[src/hdl/dpllr_pkg.sv]
// Purpose: shared constants and types for the loop control/status bank
// Assumes: byte-wide register port, 40 MHz system clock
// Notes:   offsets are byte addresses, wide registers are little endian
package dpllr_pkg;
   // register byte offsets (first byte of each register)
   localparam logic [7:0] A_FB_INT  = 8'h00; // 2 bytes
   localparam logic [7:0] A_FB_CORR = 8'h02; // 2 bytes
   localparam logic [7:0] A_PHASE   = 8'h04; // 4 bytes
   localparam logic [7:0] A_FREQ    = 8'h08; // 4 bytes
   localparam logic [7:0] A_LOCK    = 8'h0c; // 4 bytes
   localparam logic [7:0] A_TDC     = 8'h10;
   localparam logic [7:0] A_STS     = 8'h11;
   localparam logic [7:0] A_EVT     = 8'h12;
   localparam logic [7:0] A_LOLCNT  = 8'h13;
   localparam logic [7:0] A_LOLTHR  = 8'h14;
   localparam logic [7:0] A_NUM     = 8'h18; // 6 bytes
   localparam logic [7:0] A_DEN     = 8'h20; // 6 bytes
   // byte counts and index of the byte that commits
   localparam logic [3:0] N_2B = 4'h2;
   localparam logic [3:0] N_4B = 4'h4;
   localparam logic [3:0] N_6B = 4'h6;
   localparam logic [2:0] TOP_4B = 3'h3;
   localparam logic [2:0] TOP_6B = 3'h5;
   // values after reset
   localparam logic [13:0] RST_FB_INT  = 14'h0190;
   localparam logic [47:0] RST_DEN     = 48'h0000_0080_0000;
   localparam logic [15:0] RST_TIMER   = 16'h00ff;
   localparam logic [15:0] RST_THRESH  = 16'h0155;
   localparam logic [7:0]  RST_TDC     = 8'h1f;
   // field positions inside the correction register
   localparam int FINE_REV_BIT = 9;
   localparam int PEC_DLY_LSB  = 7;
   localparam logic [1:0] PEC_DLY_ONE = 2'h1;
   // event flag positions
   localparam int EV_STATE = 3;
   localparam int EV_HOLD  = 2;
   localparam int EV_LMT   = 1;
   localparam int EV_UNLK  = 0;
   localparam logic [3:0] LOL_MAX = 4'hf;
   // lock timer counts in half milliseconds
   localparam longint CLK_PERIOD_PS = 25000;
   localparam longint HALF_MS_PS    = 500000000;
   localparam int HALF_MS_CYCLES = int'(HALF_MS_PS / CLK_PERIOD_PS);
   // operating modes from the mode register
   localparam logic [1:0] MODE_FREERUN = 2'h0;
   localparam logic [1:0] MODE_AUTO    = 2'h1;
   localparam logic [1:0] MODE_HOLD    = 2'h2;
   // loop states and their status codes
   typedef enum logic [2:0] {
      ST_FREERUN, ST_NORMAL, ST_HOLDOVER, ST_WRFREQ, ST_ACQUIRE, ST_HITLESS
   } dpllr_state_t;
   localparam logic [2:0] STS_FREERUN  = 3'h0;
   localparam logic [2:0] STS_NORMAL   = 3'h1;
   localparam logic [2:0] STS_HOLDOVER = 3'h2;
   localparam logic [2:0] STS_WRFREQ   = 3'h3;
   localparam logic [2:0] STS_ACQUIRE  = 3'h4;
   localparam logic [2:0] STS_HITLESS  = 3'h5;
endpackage

[src/hdl/dpllr_lock_qual.sv]
// Purpose: measures how long the phase error stays under threshold
// Assumes: i_run drops as soon as the error rises above threshold
// Notes:   pulses o_met each time i_half_ms half-ms ticks elapse
`timescale 1ns/1ps
module dpllr_lock_qual #(
   parameter int HALF_MS_CYCLES = dpllr_pkg::HALF_MS_CYCLES
) (
   input  wire logic        i_clk,
   input  wire logic        i_rst,
   input  wire logic        i_run,     // error below threshold
   input  wire logic        i_restart, // state changed
   input  wire logic [15:0] i_half_ms, // interval length, in half ms
   output logic             o_met
);
   logic [31:0] div_reg;  // cycles within the current half ms
   logic [15:0] half_reg; // half-ms ticks accumulated
   logic        tick;

   assign tick = (div_reg == 32'(HALF_MS_CYCLES - 1));

   // half-ms divider, held at zero while not qualifying
   always_ff @(posedge i_clk) begin
      if (i_rst || !i_run || i_restart || o_met) begin
         div_reg <= 32'h0;
      end else if (tick) begin
         div_reg <= 32'h0;
      end else begin
         div_reg <= div_reg + 32'h1;
      end
   end

   // tick accumulator; any excursion starts the wait over
   always_ff @(posedge i_clk) begin
      if (i_rst || !i_run || i_restart || o_met) begin
         half_reg <= 16'h0;
      end else if (tick) begin
         half_reg <= half_reg + 16'h1;
      end
   end

   // one-cycle pulse; a zero timer qualifies at once
   always_ff @(posedge i_clk) begin
      if (i_rst || i_restart) begin
         o_met <= 1'b0;
      end else begin
         o_met <= i_run && !o_met && (half_reg >= i_half_ms);
      end
   end
endmodule

[src/hdl/dpllr_regs.sv]
// Purpose: control and status registers of the digital loop
// Assumes: one byte access per cycle on the register port
// Notes:   phase, frequency and divider group apply on a top byte or on an integer byte that changes the divider; phase offset zeroed while i_hitless_en is set
`timescale 1ns/1ps
module dpllr_regs #(
   parameter int HALF_MS_CYCLES = dpllr_pkg::HALF_MS_CYCLES
) (
   input  wire logic        i_clk,
   input  wire logic        i_rst,
   input  wire logic        i_wr_en,      // byte write strobe
   input  wire logic        i_rd_en,      // byte read strobe
   input  wire logic [7:0]  i_addr,
   input  wire logic [7:0]  i_wr_data,
   output logic      [7:0]  o_rd_data,
   input  wire logic        i_loop_soft_reset,
   input  wire logic        i_clk_gated,
   input  wire logic [1:0]  i_mode,
   input  wire logic        i_ref_ok,     // selected reference qualified
   input  wire logic        i_ref_sel,    // 0 ref_input_a, 1 ref_input_b
   input  wire logic        i_hitless_en,
   input  wire logic        i_hitless_done,
   input  wire logic        i_filter_profile_switch_en,
   input  wire logic [23:0] i_phase_err,  // signed, 8 TDC steps per lsb
   input  wire logic [30:0] i_fine_ts,    // analog fine timestamp
   input  wire logic [15:0] i_sdm_rem,    // feedback sdm remainder
   output logic [13:0]      o_feedback_int_divisor,
   output logic [47:0]      o_feedback_fraction_numerator,
   output logic [47:0]      o_feedback_fraction_denominator,
   output logic             o_fb_apply,
   output logic [30:0]      o_fine_ts,
   output logic [22:0]      o_sdm_corr,
   output logic [29:0]      o_phase_offset,
   output logic             o_phase_apply,
   output logic [28:0]      o_freq_word,
   output logic             o_freq_apply,
   output logic [7:0]       o_tdc_delay,
   output logic             o_use_acquire_profile,
   output logic [2:0]       o_state,
   output logic             o_lock
);
   // byte address falls inside a register of n bytes
   function automatic logic hit(input logic [7:0] a, input logic [7:0] b,
                                input logic [3:0] n);
      return (a >= b) && (a < b + {4'h0, n});
   endfunction

   // byte index within a wide register
   function automatic logic [2:0] idx(input logic [7:0] a,
                                      input logic [7:0] b);
      logic [7:0] d;
      d = a - b;
      return d[2:0];
   endfunction

   // replace one byte of a wide value
   function automatic logic [63:0] put(input logic [63:0] v,
                                       input logic [2:0] i,
                                       input logic [7:0] d);
      logic [63:0] r;
      r = v;
      r[{i, 3'h0} +: 8] = d;
      return r;
   endfunction

   // pick one byte of a wide value
   function automatic logic [7:0] get(input logic [63:0] v,
                                      input logic [2:0] i);
      return v[{i, 3'h0} +: 8];
   endfunction

   // magnitude of the signed phase error, saturated to 16 bits
   function automatic logic [15:0] mag(input logic [23:0] e);
      logic [23:0] m;
      m = e[23] ? (~e + 24'h1) : e;
      return (|m[23:16]) ? 16'hffff : m[15:0];
   endfunction

   // software-visible storage
   logic [13:0] fb_int_reg;
   logic [9:0]  corr_reg;       // fine_rev, delay code, multiplier
   logic [29:0] phase_pend_reg; // pending until top byte lands
   logic [28:0] freq_pend_reg;
   logic [15:0] timer_reg;
   logic [15:0] thresh_reg;
   logic [47:0] num_reg;
   logic [47:0] den_reg;
   logic [3:0]  lol_thr_reg;
   logic [3:0]  lol_cnt_reg;
   logic [3:0]  evt_reg;
   logic [29:0] phase_app_reg;  // last committed offset
   logic [15:0] sdm_d1_reg;     // remainder one cycle late
   logic        ref_sel_reg;

   // loop state
   dpllr_pkg::dpllr_state_t state_reg, state_next;
   logic        lock_next;
   logic        below;
   logic        qual_met;
   logic        st_change;

   // decoded writes and the values they would leave
   logic        w_fbi, w_cor, w_ph, w_fr, w_lk, w_num, w_den;
   logic [63:0] fbi_v, cor_v, ph_v, fr_v, lk_v, num_v, den_v;

   always_comb begin
      w_fbi = i_wr_en && hit(i_addr, dpllr_pkg::A_FB_INT, dpllr_pkg::N_2B);
      w_cor = i_wr_en && hit(i_addr, dpllr_pkg::A_FB_CORR, dpllr_pkg::N_2B);
      w_ph  = i_wr_en && hit(i_addr, dpllr_pkg::A_PHASE, dpllr_pkg::N_4B);
      w_fr  = i_wr_en && hit(i_addr, dpllr_pkg::A_FREQ, dpllr_pkg::N_4B);
      w_lk  = i_wr_en && hit(i_addr, dpllr_pkg::A_LOCK, dpllr_pkg::N_4B);
      w_num = i_wr_en && hit(i_addr, dpllr_pkg::A_NUM, dpllr_pkg::N_6B);
      w_den = i_wr_en && hit(i_addr, dpllr_pkg::A_DEN, dpllr_pkg::N_6B);
      fbi_v = put({50'h0, fb_int_reg}, idx(i_addr, dpllr_pkg::A_FB_INT),
                  i_wr_data);
      cor_v = put({54'h0, corr_reg}, idx(i_addr, dpllr_pkg::A_FB_CORR),
                  i_wr_data);
      ph_v  = put({34'h0, phase_pend_reg}, idx(i_addr, dpllr_pkg::A_PHASE),
                  i_wr_data);
      fr_v  = put({35'h0, freq_pend_reg}, idx(i_addr, dpllr_pkg::A_FREQ),
                  i_wr_data);
      lk_v  = put({32'h0, timer_reg, thresh_reg},
                  idx(i_addr, dpllr_pkg::A_LOCK), i_wr_data);
      num_v = put({16'h0, num_reg}, idx(i_addr, dpllr_pkg::A_NUM),
                  i_wr_data);
      den_v = put({16'h0, den_reg}, idx(i_addr, dpllr_pkg::A_DEN),
                  i_wr_data);
   end

   // plain configuration storage; reserved bits are never stored
   always_ff @(posedge i_clk) begin
      if (i_rst) begin
         fb_int_reg     <= dpllr_pkg::RST_FB_INT;
         corr_reg       <= 10'h0;
         phase_pend_reg <= 30'h0;
         freq_pend_reg  <= 29'h0;
         timer_reg      <= dpllr_pkg::RST_TIMER;
         thresh_reg     <= dpllr_pkg::RST_THRESH;
         num_reg        <= 48'h0;
         den_reg        <= dpllr_pkg::RST_DEN;
         lol_thr_reg    <= 4'h0;
         o_tdc_delay    <= dpllr_pkg::RST_TDC;
      end else begin
         if (w_fbi) fb_int_reg <= fbi_v[13:0];
         if (w_cor) corr_reg <= cor_v[9:0];
         if (w_ph) phase_pend_reg <= ph_v[29:0];
         if (w_fr) freq_pend_reg <= fr_v[28:0];
         if (w_lk) begin
            timer_reg  <= lk_v[31:16];
            thresh_reg <= lk_v[15:0];
         end
         if (w_num) num_reg <= num_v[47:0];
         if (w_den) den_reg <= den_v[47:0];
         if (i_wr_en && i_addr == dpllr_pkg::A_LOLTHR) begin
            lol_thr_reg <= i_wr_data[3:0];
         end
         if (i_wr_en && i_addr == dpllr_pkg::A_TDC) begin
            o_tdc_delay <= i_wr_data;
         end
      end
   end

   // feedback divider group: all three fields move together
   always_ff @(posedge i_clk) begin
      if (i_rst) begin
         o_feedback_int_divisor          <= dpllr_pkg::RST_FB_INT;
         o_feedback_fraction_numerator   <= 48'h0;
         o_feedback_fraction_denominator <= dpllr_pkg::RST_DEN;
         o_fb_apply                      <= 1'b0;
      end else begin
         o_fb_apply <= 1'b0;
         // an unchanged integer rewrite is not a commit
         if ((w_fbi && fbi_v[13:0] != fb_int_reg)
             || (w_num && idx(i_addr, dpllr_pkg::A_NUM)
                 == dpllr_pkg::TOP_6B)
             || (w_den && idx(i_addr, dpllr_pkg::A_DEN)
                 == dpllr_pkg::TOP_6B)) begin
            o_feedback_int_divisor <= w_fbi ? fbi_v[13:0] : fb_int_reg;
            o_feedback_fraction_numerator <= w_num ? num_v[47:0] : num_reg;
            o_feedback_fraction_denominator <=
               w_den ? den_v[47:0] : den_reg;
            o_fb_apply <= 1'b1;
         end
      end
   end

   // phase offset and frequency word commit on their top byte
   always_ff @(posedge i_clk) begin
      if (i_rst) begin
         phase_app_reg  <= 30'h0;
         o_phase_offset <= 30'h0;
         o_phase_apply  <= 1'b0;
         o_freq_word    <= 29'h0;
         o_freq_apply   <= 1'b0;
      end else begin
         o_phase_apply <= 1'b0;
         o_freq_apply  <= 1'b0;
         if (w_ph && idx(i_addr, dpllr_pkg::A_PHASE)
             == dpllr_pkg::TOP_4B) begin
            phase_app_reg <= ph_v[29:0];
            o_phase_apply <= 1'b1;
         end
         // hitless switching measures its own offset instead
         o_phase_offset <= i_hitless_en ? 30'h0 : phase_app_reg;
         if (w_fr && idx(i_addr, dpllr_pkg::A_FREQ)
             == dpllr_pkg::TOP_4B) begin
            o_freq_word  <= fr_v[28:0];
            o_freq_apply <= 1'b1;
         end
      end
   end

   // datapath helpers: timestamp order and error correction
   always_ff @(posedge i_clk) begin
      if (i_rst) begin
         o_fine_ts  <= 31'h0;
         sdm_d1_reg <= 16'h0;
         o_sdm_corr <= 23'h0;
      end else begin
         // reversal is debug only; it costs nothing when clear
         for (int b = 0; b < 31; b++) begin
            o_fine_ts[b] <= corr_reg[dpllr_pkg::FINE_REV_BIT] ?
                            i_fine_ts[30 - b] : i_fine_ts[b];
         end
         sdm_d1_reg <= i_sdm_rem;
         // only code one delays; the other three pass straight
         o_sdm_corr <= ((corr_reg[dpllr_pkg::PEC_DLY_LSB +: 2]
                         == dpllr_pkg::PEC_DLY_ONE) ?
                        sdm_d1_reg : i_sdm_rem)
                       * corr_reg[6:0];
      end
   end

   // lock qualification: error magnitude under the threshold
   assign below = mag(i_phase_err) < thresh_reg;

   dpllr_lock_qual #(
      .HALF_MS_CYCLES(HALF_MS_CYCLES)
   ) u_qual (
      .i_clk     (i_clk),
      .i_rst     (i_rst || i_loop_soft_reset),
      .i_run     (below && (state_reg == dpllr_pkg::ST_ACQUIRE
                  || (state_reg == dpllr_pkg::ST_NORMAL && !o_lock))),
      .i_restart (st_change),
      .i_half_ms (timer_reg),
      .o_met     (qual_met)
   );

   // loop state sequencing
   always_comb begin
      state_next = state_reg;
      lock_next  = o_lock;
      if (i_mode == dpllr_pkg::MODE_FREERUN) begin
         state_next = dpllr_pkg::ST_FREERUN;
      end else if (i_mode == dpllr_pkg::MODE_HOLD) begin
         state_next = dpllr_pkg::ST_HOLDOVER;
      end else if (i_mode != dpllr_pkg::MODE_AUTO) begin
         state_next = dpllr_pkg::ST_WRFREQ;
      end else begin
         unique case (state_reg)
            dpllr_pkg::ST_FREERUN, dpllr_pkg::ST_HOLDOVER,
            dpllr_pkg::ST_WRFREQ: begin
               if (i_ref_ok) state_next = dpllr_pkg::ST_ACQUIRE;
            end
            dpllr_pkg::ST_ACQUIRE: begin
               if (!i_ref_ok) state_next = dpllr_pkg::ST_FREERUN;
               else if (qual_met) state_next = dpllr_pkg::ST_NORMAL;
            end
            dpllr_pkg::ST_NORMAL: begin
               if (!i_ref_ok) begin
                  state_next = dpllr_pkg::ST_HOLDOVER;
               end else if (!below && !o_lock) begin
                  state_next = dpllr_pkg::ST_ACQUIRE;
               end else if (i_hitless_en && i_ref_sel != ref_sel_reg) begin
                  state_next = dpllr_pkg::ST_HITLESS;
               end else if (qual_met) begin
                  lock_next = 1'b1;
               end
            end
            dpllr_pkg::ST_HITLESS: begin
               if (!i_ref_ok) state_next = dpllr_pkg::ST_HOLDOVER;
               else if (i_hitless_done) state_next = dpllr_pkg::ST_NORMAL;
            end
         endcase
      end
      // lock survives only inside normal and hitless switching
      if (state_next != dpllr_pkg::ST_NORMAL
          && state_next != dpllr_pkg::ST_HITLESS) begin
         lock_next = 1'b0;
      end
   end

   assign st_change = (state_next != state_reg);

   // state, lock and reported fields; soft reset parks the loop
   always_ff @(posedge i_clk) begin
      if (i_rst || i_loop_soft_reset) begin
         state_reg             <= dpllr_pkg::ST_FREERUN;
         o_lock                <= 1'b0;
         ref_sel_reg           <= 1'b0;
         o_state               <= dpllr_pkg::STS_FREERUN;
         o_use_acquire_profile <= 1'b0;
      end else begin
         state_reg   <= state_next;
         o_lock      <= lock_next;
         ref_sel_reg <= i_ref_sel;
         unique case (state_next)
            dpllr_pkg::ST_FREERUN:  o_state <= dpllr_pkg::STS_FREERUN;
            dpllr_pkg::ST_NORMAL:   o_state <= dpllr_pkg::STS_NORMAL;
            dpllr_pkg::ST_HOLDOVER: o_state <= dpllr_pkg::STS_HOLDOVER;
            dpllr_pkg::ST_WRFREQ:   o_state <= dpllr_pkg::STS_WRFREQ;
            dpllr_pkg::ST_ACQUIRE:  o_state <= dpllr_pkg::STS_ACQUIRE;
            dpllr_pkg::ST_HITLESS:  o_state <= dpllr_pkg::STS_HITLESS;
         endcase
         // without the switch the normal profile is used throughout
         o_use_acquire_profile <= i_filter_profile_switch_en
            && state_next == dpllr_pkg::ST_ACQUIRE;
      end
   end

   // unlock counter: preset blocked while gated or in soft reset
   always_ff @(posedge i_clk) begin
      if (i_rst) begin
         lol_cnt_reg <= 4'h0;
      end else if (i_wr_en && i_addr == dpllr_pkg::A_LOLCNT
                   && !i_clk_gated && !i_loop_soft_reset) begin
         lol_cnt_reg <= i_wr_data[3:0];
      end else if (o_lock && !lock_next
                   && lol_cnt_reg != dpllr_pkg::LOL_MAX) begin
         lol_cnt_reg <= lol_cnt_reg + 4'h1;
      end
   end

   // sticky events; a set in the clearing cycle wins
   always_ff @(posedge i_clk) begin
      logic [3:0] clr;
      logic [3:0] set;
      if (i_rst) begin
         evt_reg <= 4'h0;
      end else begin
         clr = (i_wr_en && i_addr == dpllr_pkg::A_EVT) ?
               i_wr_data[3:0] : 4'h0;
         set = 4'h0;
         set[dpllr_pkg::EV_STATE] = st_change;
         set[dpllr_pkg::EV_HOLD]  = st_change
            && state_next == dpllr_pkg::ST_HOLDOVER;
         set[dpllr_pkg::EV_LMT]   = lol_cnt_reg > lol_thr_reg;
         set[dpllr_pkg::EV_UNLK]  = o_lock && !lock_next;
         evt_reg <= (evt_reg & ~clr) | set;
      end
   end

   // read port: one cycle latency, unmapped bytes read zero
   always_ff @(posedge i_clk) begin
      if (i_rst) begin
         o_rd_data <= 8'h0;
      end else if (i_rd_en) begin
         if (hit(i_addr, dpllr_pkg::A_FB_INT, dpllr_pkg::N_2B)) begin
            o_rd_data <= get({50'h0, fb_int_reg},
                             idx(i_addr, dpllr_pkg::A_FB_INT));
         end else if (hit(i_addr, dpllr_pkg::A_FB_CORR, dpllr_pkg::N_2B))
         begin
            o_rd_data <= get({54'h0, corr_reg},
                             idx(i_addr, dpllr_pkg::A_FB_CORR));
         end else if (hit(i_addr, dpllr_pkg::A_PHASE, dpllr_pkg::N_4B)) begin
            o_rd_data <= get({34'h0, phase_pend_reg},
                             idx(i_addr, dpllr_pkg::A_PHASE));
         end else if (hit(i_addr, dpllr_pkg::A_FREQ, dpllr_pkg::N_4B)) begin
            o_rd_data <= get({35'h0, freq_pend_reg},
                             idx(i_addr, dpllr_pkg::A_FREQ));
         end else if (hit(i_addr, dpllr_pkg::A_LOCK, dpllr_pkg::N_4B)) begin
            o_rd_data <= get({32'h0, timer_reg, thresh_reg},
                             idx(i_addr, dpllr_pkg::A_LOCK));
         end else if (hit(i_addr, dpllr_pkg::A_NUM, dpllr_pkg::N_6B)) begin
            o_rd_data <= get({16'h0, num_reg},
                             idx(i_addr, dpllr_pkg::A_NUM));
         end else if (hit(i_addr, dpllr_pkg::A_DEN, dpllr_pkg::N_6B)) begin
            o_rd_data <= get({16'h0, den_reg},
                             idx(i_addr, dpllr_pkg::A_DEN));
         end else if (i_addr == dpllr_pkg::A_TDC) begin
            o_rd_data <= o_tdc_delay;
         end else if (i_addr == dpllr_pkg::A_STS) begin
            o_rd_data <= {1'b0, o_state, 2'b00, ref_sel_reg, o_lock};
         end else if (i_addr == dpllr_pkg::A_EVT) begin
            o_rd_data <= {4'h0, evt_reg};
         end else if (i_addr == dpllr_pkg::A_LOLCNT) begin
            o_rd_data <= {4'h0, lol_cnt_reg};
         end else if (i_addr == dpllr_pkg::A_LOLTHR) begin
            o_rd_data <= {4'h0, lol_thr_reg};
         end else begin
            o_rd_data <= 8'h0;
         end
      end
   end
endmodule

[config.mk]
export PLATFORM = sky130hd
export DESIGN_NAME = dpllr_regs
export DESIGN_NICKNAME = d
export VERILOG_FILES = /design/src/hdl/dpllr_pkg.sv /design/src/hdl/dpllr_lock_qual.sv /design/src/hdl/dpllr_regs.sv
export SDC_FILE = /design/constraint.sdc
export NUM_CORES = 1
export LEC_CHECK = 0
export ABC_AREA = 1
export BUFFER_PORTS_ARGS = -buffer_cell sky130_fd_sc_hd__clkbuf_2
export CORE_MARGIN = 4
export CORE_UTILIZATION = 37
export DETAILED_ROUTE_END_ITERATION = 8
export PLACE_DENSITY_LB_ADDON = 0.12
export SETUP_SLACK_MARGIN = 0.5
export SLEW_MARGIN = 30
export SYNTH_ARGS = -nofsm -noshare
export SYNTH_HDL_FRONTEND = slang
export SYNTH_SLANG_ARGS = --single-unit
[constraint.sdc]
create_clock -name i_clk -period 5.1 [get_ports i_clk]
set_input_delay 0.51 -clock i_clk [delete_from_list [all_inputs] [get_ports i_clk]]
set_output_delay 0.51 -clock i_clk [all_outputs]
set_load 0.03 [all_outputs]
Word-level counts from Yosys, hierarchy flattened --
Cells that the tools add are included.
Storage, ports and cells: output and inout bits 247, flip-flop bits (word level) 569, word-level logic and storage cells 264
Cells by class: add/subtract/negate cells 17, muxes and demuxes 83, shift operators 21, equality and inequality tests 29, $mul 1, reduce and logical (&&, ||, !) cells 59, bitwise operators 4, order comparisons 17
Operators by type and width (count):
- 64-bit bitwise mux | 7
- 8-bit by 8-bit variable shift with 64-bit output, first input constant | 7
- 64-bit by 7-bit variable part select with 8-bit output | 7
- 8-bit by 8-bit variable part select with 64-bit output | 7
- 48-bit 2-to-1 mux | 2
- 8-bit 2-to-1 mux | 8
- 6-bit negation with 8-bit output | 7
- 1-bit 2-to-1 mux | 42
- 8-bit by 5-bit == test with 1-bit output, second input constant | 5
- 1-bit logical AND | 36
- 3-bit 2-to-1 mux | 11
- 32-bit by 1-bit adder with 32-bit output, second input constant | 1
- 32-bit by 15-bit == test with 1-bit output, second input constant | 1
- 16-bit 2-to-1 mux | 2
- 24-bit by 1-bit adder with 24-bit output, second input constant | 1
- 24-bit 2-to-1 mux | 1
- 4-bit 2-to-1 mux | 6
- 24-bit NOT | 1
- 16-bit by 7-bit multiplier with 23-bit output | 1
- 3-bit by 2-bit == test with 1-bit output, second input constant | 6
- 3-bit == test, second input constant | 6
- 3-bit one-hot mux with 6 select lines | 1
- 16-bit by 1-bit adder with 16-bit output, second input constant | 1
- 16-bit >= comparator | 1
- 41 further kinds | 63

Logic depth before layout (Yosys ltp) --
Gate-level depths: netlist of the first run.
depth after elaboration 22, mapped depth 39

By module --
From an unflattened synthesis of the first run, not the netlist that was laid out.
Second synthesis, totals: cells, all modules 4012, area total of the unflattened synthesis 29097.9 µm²
By module, submodules not included:
- dpllr_regs | instances 1, area each 25732.2 µm², cells an instance 3488, seq. area each 10410.0 µm²
- dpllr_lock_qual | instances 1, area each 3365.7 µm², cells an instance 524, seq. area each 980.9 µm²

Worst setup path before layout of the first run --
Ideal clock, no wire load.
path kind flip-flop to flip-flop, from reg corr_reg[8], to reg o_sdm_corr[22], buffers on the path 1, stages on the path, launching flop included 39, setup slack -258 ps, arrival time 5288 ps, cells stage by stage dfxtp_1 inv_1 nand2_1 clkbuf_1 o21ai_0 inv_1 nand2_1 fa_1 inv_1 ha_1 inv_1 fa_1 fa_1 inv_1 ha_1 inv_1 o21ai_0 nand2_1 [... 3 more ...] nor2_1 o21ai_0 nand3_1 nand2_1 nand2_1 nand2_1 nand2_1 nand2_1 inv_1 o21ai_0 nand3_1 nand2_1 nand2_1 inv_1 o21ai_0 nand2_1 o21ai_0 a21oi_1
On the way: longest elaborated chain between the ends 3
Ends and longest elaborated chain:
- start, declared | RTL line dpllr_regs.sv:80 | logic [9:0] corr_reg;
- start signal, assigned | RTL line dpllr_regs.sv:144 | if (w_cor) corr_reg <= cor_v[9:0];
- 2-bit by 1-bit == test with 1-bit output | RTL line dpllr_regs.sv:227 | == dpllr_pkg::PEC_DLY_ONE) ?
- 16-bit 2-to-1 mux | RTL line dpllr_regs.sv:227
- 16-bit by 7-bit multiplier with 23-bit output | RTL line dpllr_regs.sv:229 | * corr_reg[6:0];
- end signal, assigned | RTL line dpllr_regs.sv:226 | o_sdm_corr <= ((corr_reg[dpllr_pkg::PEC_DLY_LSB +: 2]
- end, declared | RTL line dpllr_regs.sv:31 | output logic [22:0] o_sdm_corr,
Every way passes these cells. A chain may end at the register's enable or synchronous reset.

Worst setup path in the final report of the first run --
from reg corr_reg[7], to reg o_sdm_corr[22]
Same word-level chain as after synthesis.

==> metrics.txt, run 1 <==
largest net degree at the start of global routing approximately 170; slowest stage delay, CP 0.56 ns; # IOs between 300 and 400; routed length per instance between 15 and 20 µm; Clock Path Buffers 3; gr usage total between 20% and 30%; post-synthesis compound-gate area fraction about a fifth; Slew @ Worst Pin 1.06 ns; Clock H-tree levels 3; share of cells above drive strength 1 18.3%; antenna violations before repair 3; first-pass GRT wire length ~150,000 µm; Final setup viols 1; CTS Buf Count 68; Most used DFF post-synth dfxtp_1; CP Launch Type flip-flop; antenna-violating nets left 0; Synthesis Warnings 0; final layout net count between 4k and 5k; cell-internal power 0.00791 W; synthesis-to-finish area growth 22.8%; Pwr Density between 300 and 400 mW/mm²; length in cells of the worst reg-to-reg path 32; WP data arrival between 5 and 6 ns; async set or reset register ratio after synthesis 0%; met3 GRT Util 4.32%; Slew Limit Fails 0; Setup CP Type flip-flop to flip-flop; post-synthesis adder-cell area fraction 9.00%; vias per cell between 5 and 6; core area roughly 0.075 mm²; fillcell total 7,635; syn_nets about 4k; Seq/Total Area, Yosys 40.7%; n_diodes 0; VDD IR max about 0.23 mV; vias in the first global route 25.5k; Worst Path Max Fanout 8; Post-Synthesis Cells 3,804; Max Clock Freq 195 MHz; DP Area 0.0313 mm²; Hold Crit Class primary input to flip-flop; met1 Resource Use GR between 30% and 40%; outcome finished, violations left; Post-Synth XOR/XNOR Area approximately 1.7%; reg2reg start corr_reg[7]$_SDFFE_PP0P_; DR pass1 iterations 6; grt total ovfl 0; row cnt 100; I/O Buffers between 300 and 400; met2 GRT Util between 30% and 40%; Sw Share 24.7%; Hold Fails Final Rpt 0; failing checks negative setup slack; Cell variety after synth 57; Die Height approximately 280 µm; DR vias 26.5k; mux share of post-synthesis cell area less than 1%; most frequent cells in the layout dfxtp_1, nor2_1, o21ai_0, nand2_1, inv_1; max cap viols 0; GRT Max-Usage Layer met2; Worst Hold Launch i_fine_ts[15]; DRT iter0 DRCs roughly 2.1k; Clock Power Share 50.9%; FF+latch count, synth roughly 570; PnR worst setup slack -0.0291 ns; finished layout cell area roughly 0.034 mm²; Hold Path Sink o_fine_ts[15]$_SDFF_PP0_; Post-synth EDFFs 0; Worst-Skew Late Latency 0.63 ns; final wirelength slightly above 100,000 µm; share of total power in combinational logic under 10%; commonest non-fill, non-tap cell in the layout dfxtp_1; CTS tree yes; LEAKAGE between 10 and 15 nW; Slew HR ~29%; Worst setup EP type flip-flop; RR Endpoint o_sdm_corr[22]$_SDFF_PP0_; clock skew 0.0305 ns; Mapped Area between 0.02 and 0.03 mm²; Final min period around 5.1 ns; area share of and/or/nand/nor cells after synthesis roughly 18%; CP Data Required Time around 5.7 ns; DRC errors left 0; syn_area_per_cell approximately 7.4 µm²; Worst path slowest cell fa_1; most used cell, CP nand2_2; multi-input logic area 0.0145 mm²; reg-to-reg slack, setup -0.03 ns; hold-fix buffers at CTS 0; Reg power frac between 40% and 50%; setup_tns -0.0291 ns; largest family of logic cells by synthesized area compound AO/OA/AOI/OAI gates; GP Congestion between 0.9 and 1; Initial Util a little under two fifths; CTS clk-pin slew, worst paths 0.06 ns; die width around 280 µm; total die area between 0.08 and 0.09 mm²; clk root buf clkbuf_16; CTS sink count 569; RSZ-0062 raised after global routing true; Hold Crit Depth 3; switching power between 0.002 and 0.003 W; Detailed Place HPWL ~73,000 µm; worst slack, placed -0.353 ns; Tcrit/Tclk final 101%; Reg area between 0.01 and 0.015 mm²
how the worst max path moves through the flow:
stage	slack (ns)	to	from	cells past startpoint
after CTS	0.009	o_sdm_corr[22]$_SDFF_PP0_	corr_reg[8]$_SDFFE_PP0P_	38
after detailed placement	-0.35	o_sdm_corr[22]$_SDFF_PP0_	i_sdm_rem[4]	34
after floorplan	0.18	o_sdm_corr[22]$_SDFF_PP0_	corr_reg[8]$_SDFFE_PP0P_	39
after global routing	-0.30	o_sdm_corr[22]$_SDFF_PP0_	corr_reg[7]$_SDFFE_PP0P_	32
after global placement	-0.29	o_sdm_corr[22]$_SDFF_PP0_	i_sdm_rem[4]	34
final	-0.03	o_sdm_corr[22]$_SDFF_PP0_	corr_reg[7]$_SDFFE_PP0P_	32
power groups by stage:
stage / logic (W) / registers, W / clock network, W
global route: 0.000715 / 0.00450 / 0.00563
detailed placement: 0.000643 / 0.00460 / 0
finish: 0.000663 / 0.00450 / 0.00535
global placement: 0.000643 / 0.00460 / 0
floorplan: 0.000317 / 0.00464 / 0
CTS: 0.000652 / 0.00450 / 0.00545
cell usage after synthesis, types with 5 or more instances:
cell       number  area (µm²)
a211oi_1       39         293
a21oi_1       352        1760
a221oi_1        5        43.8
a22oi_1        13        97.6
a31oi_1        37         231
buf_1           8        30.0
buf_2          17        85.1
clkbuf_1      168         631
clkinv_1        8        30.0
dfxtp_1       569       11400
fa_1           69        1380
ha_1           91        1140
inv_1         474        1780
nand2_1       494        1850
nand2_2         6        37.5
nand3_1        75         375
nand4_1        24         150
nor2_1        557        2090
nor2_2         35         219
nor3_1         31         155
nor4_1         10        62.6
o2111ai_1       6        52.6
o211ai_1       30         225
o21a_1         13        97.6
o21ai_0       536        2680
o22ai_1        29         181
or2_2           8        50.1
xnor2_1         6        52.6
xor2_1         48         420
logic make-up (layout without fill, tap and decap cells):
| group | Yosys count | after routing |
|---|---|---|
| compound gates | 1081 | 1081 |
| xor+xnor | 54 | 54 |
| fa+ha+maj | 160 | 160 |
| buf+inv | 680 | 1098 |
| flops | 569 | 569 |
| mux | 4 | 4 |
| simple gates | 1256 | 1257 |
area by class of cell:
cell class | count | area share [%]
Clock inverter | 31 | 1.63
Sequential cell | 569 | 33.1
Clock buffer | 92 | 5.61
Multi-Input combinational cell | 2556 | 42.2
Timing Repair Buffer | 492 | 8.59
Tap cell | 969 | 3.52
Inverter | 483 | 5.33
worst max-delay path, delay by kind of cell (launching register included):
kind / cells / cell delay, ns
buffers and inverters: 6 / 0.37
DFF: 1 / 0.43
adders and majority gates: 5 / 2.41
and+or+nand+nor: 15 / 1.19
AOI/OAI and AO/OA: 6 / 0.65
metal layers:
layer	wire length [µm]	share of wire [%]
met2	45400	45
met1	44800	44
met5	34	0.034
met3	6890	6.8
met4	3720	3.7
repair_timing:
action	CTS	global route
gates cloned	1	0
setup buffers	14	9
pin swaps	45	38
gates resized for setup	73	62
setup endpoints to repair	12	61
metrics by stage:
stage               std cells  hold WS, ns  utilization [%]  total power (W)
global route             5192       0.0841             46.1           0.0108
CTS                      5183       0.0603             45.7           0.0106
floorplan                3804        0.405                -          0.00495
finish                   5192       0.0933             46.1           0.0105
global placement         5045        0.415             41.8          0.00524
detailed placement       5045        0.416             41.8          0.00524
Note: power is estimated with default switching activity, not from simulation.
==> inputs of run 2 (changes only) <==
--- a/config.mk
+++ b/config.mk
@@ -11,7 +11,7 @@
 export CORE_UTILIZATION = 37
 export DETAILED_ROUTE_END_ITERATION = 8
 export PLACE_DENSITY_LB_ADDON = 0.12
-export SETUP_SLACK_MARGIN = 0.5
+export SETUP_SLACK_MARGIN = 0.02
 export SLEW_MARGIN = 30
 export SYNTH_ARGS = -nofsm -noshare
 export SYNTH_HDL_FRONTEND = slang
==> metrics.txt, run 2 (same netlist as run 1, synthesis figures left out) <==
outcome finished, violations left (unchanged); failing checks negative setup slack (unchanged); commonest non-fill, non-tap cell in the layout dfxtp_1 (unchanged); final wirelength 101,000 µm (about the same); antenna violations before repair 3 (unchanged); # IOs 347 (unchanged); Worst setup EP type flip-flop (unchanged); share of cells above drive strength 1 16.7% (was 18.3%); Setup CP Type flip-flop to flip-flop (unchanged); I/O Buffers 346 (unchanged); CP Data Required Time 5.61 ns (was 5.66 ns); clock skew 0.0348 ns (was 0.0305 ns); synthesis-to-finish area growth 20.4% (was 22.8%); first-pass GRT wire length 152,000 µm (was 154,000 µm); DR vias 26.3k (was 26.5k); RSZ-0062 raised after global routing true (unchanged); placed cell count 5,042 (was 5,045); DRT iter0 DRCs 2,186 (was 2,128); final layout net count 4,411 (was 4,430); Worst path slowest cell fa_1 (unchanged); CP startpoint corr_reg[8]$_SDFFE_PP0P_ (was corr_reg[7]$_SDFFE_PP0P_); grt total ovfl 0 (unchanged); CP Launch Type flip-flop (unchanged); Max Clock Freq 193 MHz (was 195 MHz); core area 0.0747 mm² (unchanged); slowest stage delay, CP 0.56 ns (about the same); vias per cell 5.08 (was 5.10); clk root buf clkbuf_16 (unchanged); Tcrit/Tclk final 102% (was 101%); Slew @ Worst Pin 1.08 ns (was 1.06 ns); Final min period 5.18 ns (was 5.13 ns); DRC errors left 0 (unchanged); Final setup viols 2 (was 1); DR pass1 iterations 5 (was 6); reg2reg start corr_reg[8]$_SDFFE_PP0P_ (was corr_reg[7]$_SDFFE_PP0P_); Pwr Density 299 mW/mm² (was 306 mW/mm²); vias in the first global route 24.9k (was 25.5k); max cap viols 0 (unchanged); GP Congestion 0.966 (was 0.957); CTS sink count 569 (unchanged); CTS clk-pin slew, worst paths 0.06 ns (about the same); routed length per instance 19.4 µm (about the same); VDD IR max 0.235 mV (was 0.230 mV); Worst Hold Launch i_sdm_rem[12] (was i_fine_ts[15]); Clock Path Buffers 3 (unchanged); Initial Util 37.5% (unchanged); Clock H-tree levels 3 (unchanged); PnR worst setup slack -0.0771 ns (was -0.0291 ns); CTS tree yes (unchanged); Hold Crit Class primary input to flip-flop (unchanged); row cnt 100 (unchanged); Slew HR 27.9% (was 29.1%); die width 283 µm (unchanged); total die area 0.0802 mm² (unchanged); fillcell total 7,749 (was 7,635); WP data arrival 5.69 ns (about the same); Slew Limit Fails 0 (unchanged); Detailed Place HPWL 74,300 µm (was 73,400 µm); LEAKAGE 14.6 nW (was 14.9 nW); Final Util 45.1% (was 46.1%); Worst-Skew Late Latency 0.64 ns (was 0.63 ns); WHS 0.0924 ns (was 0.0933 ns); Hold Fails Final Rpt 0 (unchanged); largest net degree at the start of global routing 176 (was 171); worst slack, placed -0.452 ns (was -0.353 ns); CTS Buf Count 66 (was 68); Die Height 283 µm (unchanged); antenna-violating nets left 0 (unchanged); most frequent cells in the layout dfxtp_1, nor2_1, o21ai_0, nand2_1, inv_1 (unchanged); Worst Path Max Fanout 6 (was 8); gr usage total 24.2% (was 24.3%); non-filler cells, final 5,174 (was 5,192)
[run 2: path summary, 6_finish.rpt]
kind,slack (ns),depth (start not counted),end
setup / recovery,-0.08,37,o_sdm_corr[20]$_SDFF_PP0_
hold / removal,0.09,3,sdm_d1_reg[12]$_SDFF_PP0_
hold reg to reg,0.42,2,o_phase_offset[26]$_SDFF_PP0_
setup reg to reg,-0.08,37,o_sdm_corr[20]$_SDFF_PP0_
[run 2: worst max-delay path, delay by kind of cell, from the launching register on]
family | cells | cell delay, ns
buf+inv | 12 | 0.98
flops | 1 | 0.33
simple gates | 17 | 1.10
fa+ha+maj | 5 | 2.34
compound gates | 3 | 0.34
[run 2: layout make-up]
cell class	instances	area (µm²)	share of cell area, %
multi-input cells	2555	14200	42.2
flip-flops and latches	569	11400	33.8
repair buffers	476	2800	8.31
clock buffers	88	1860	5.53
inverters	483	1820	5.39
well taps	969	1210	3.60
clock inverters	32	407	1.21
diodes	2	5.00	0.0148
[run 2: through the flow]
stage | instance area, µm² | total power [W] | TNS [ns]
after floorplan | 28000 | 0.00495 | 0
after global placement | 31200 | 0.00524 | -1.33
after detailed placement | 31200 | 0.00524 | -1.87
final | 33700 | 0.0101 | -0.134
after global routing | 33700 | 0.0104 | -1.47
after CTS | 33600 | 0.0102 | -0.259
[run 2: what timing repair did]
item	4_1_cts	5_1_grt
setup buffers	7	4
hold buffers	0	0
gates resized for setup	29	28
pin swaps	20	24
setup endpoints to repair	8	9
cloned	0	0
[run 2: layer usage]
layer  up-vias  track usage, %  part of all wire (%)
met5         -               0                     0
met3       194            4.53                   6.5
met2       776            37.9                    44
li1      13170               -                     -
met1     12168            33.5                    46
met4         0            8.31                   3.6
[run 2: power breakdown]
part | internal, W | switching [W] | total, W
sequential | 0.00448 | 0.0000178 | 0.00450
clock | 0.00283 | 0.00210 | 0.00493
combinational | 0.000166 | 0.000485 | 0.000651
total | 0.00748 | 0.00260 | 0.0101
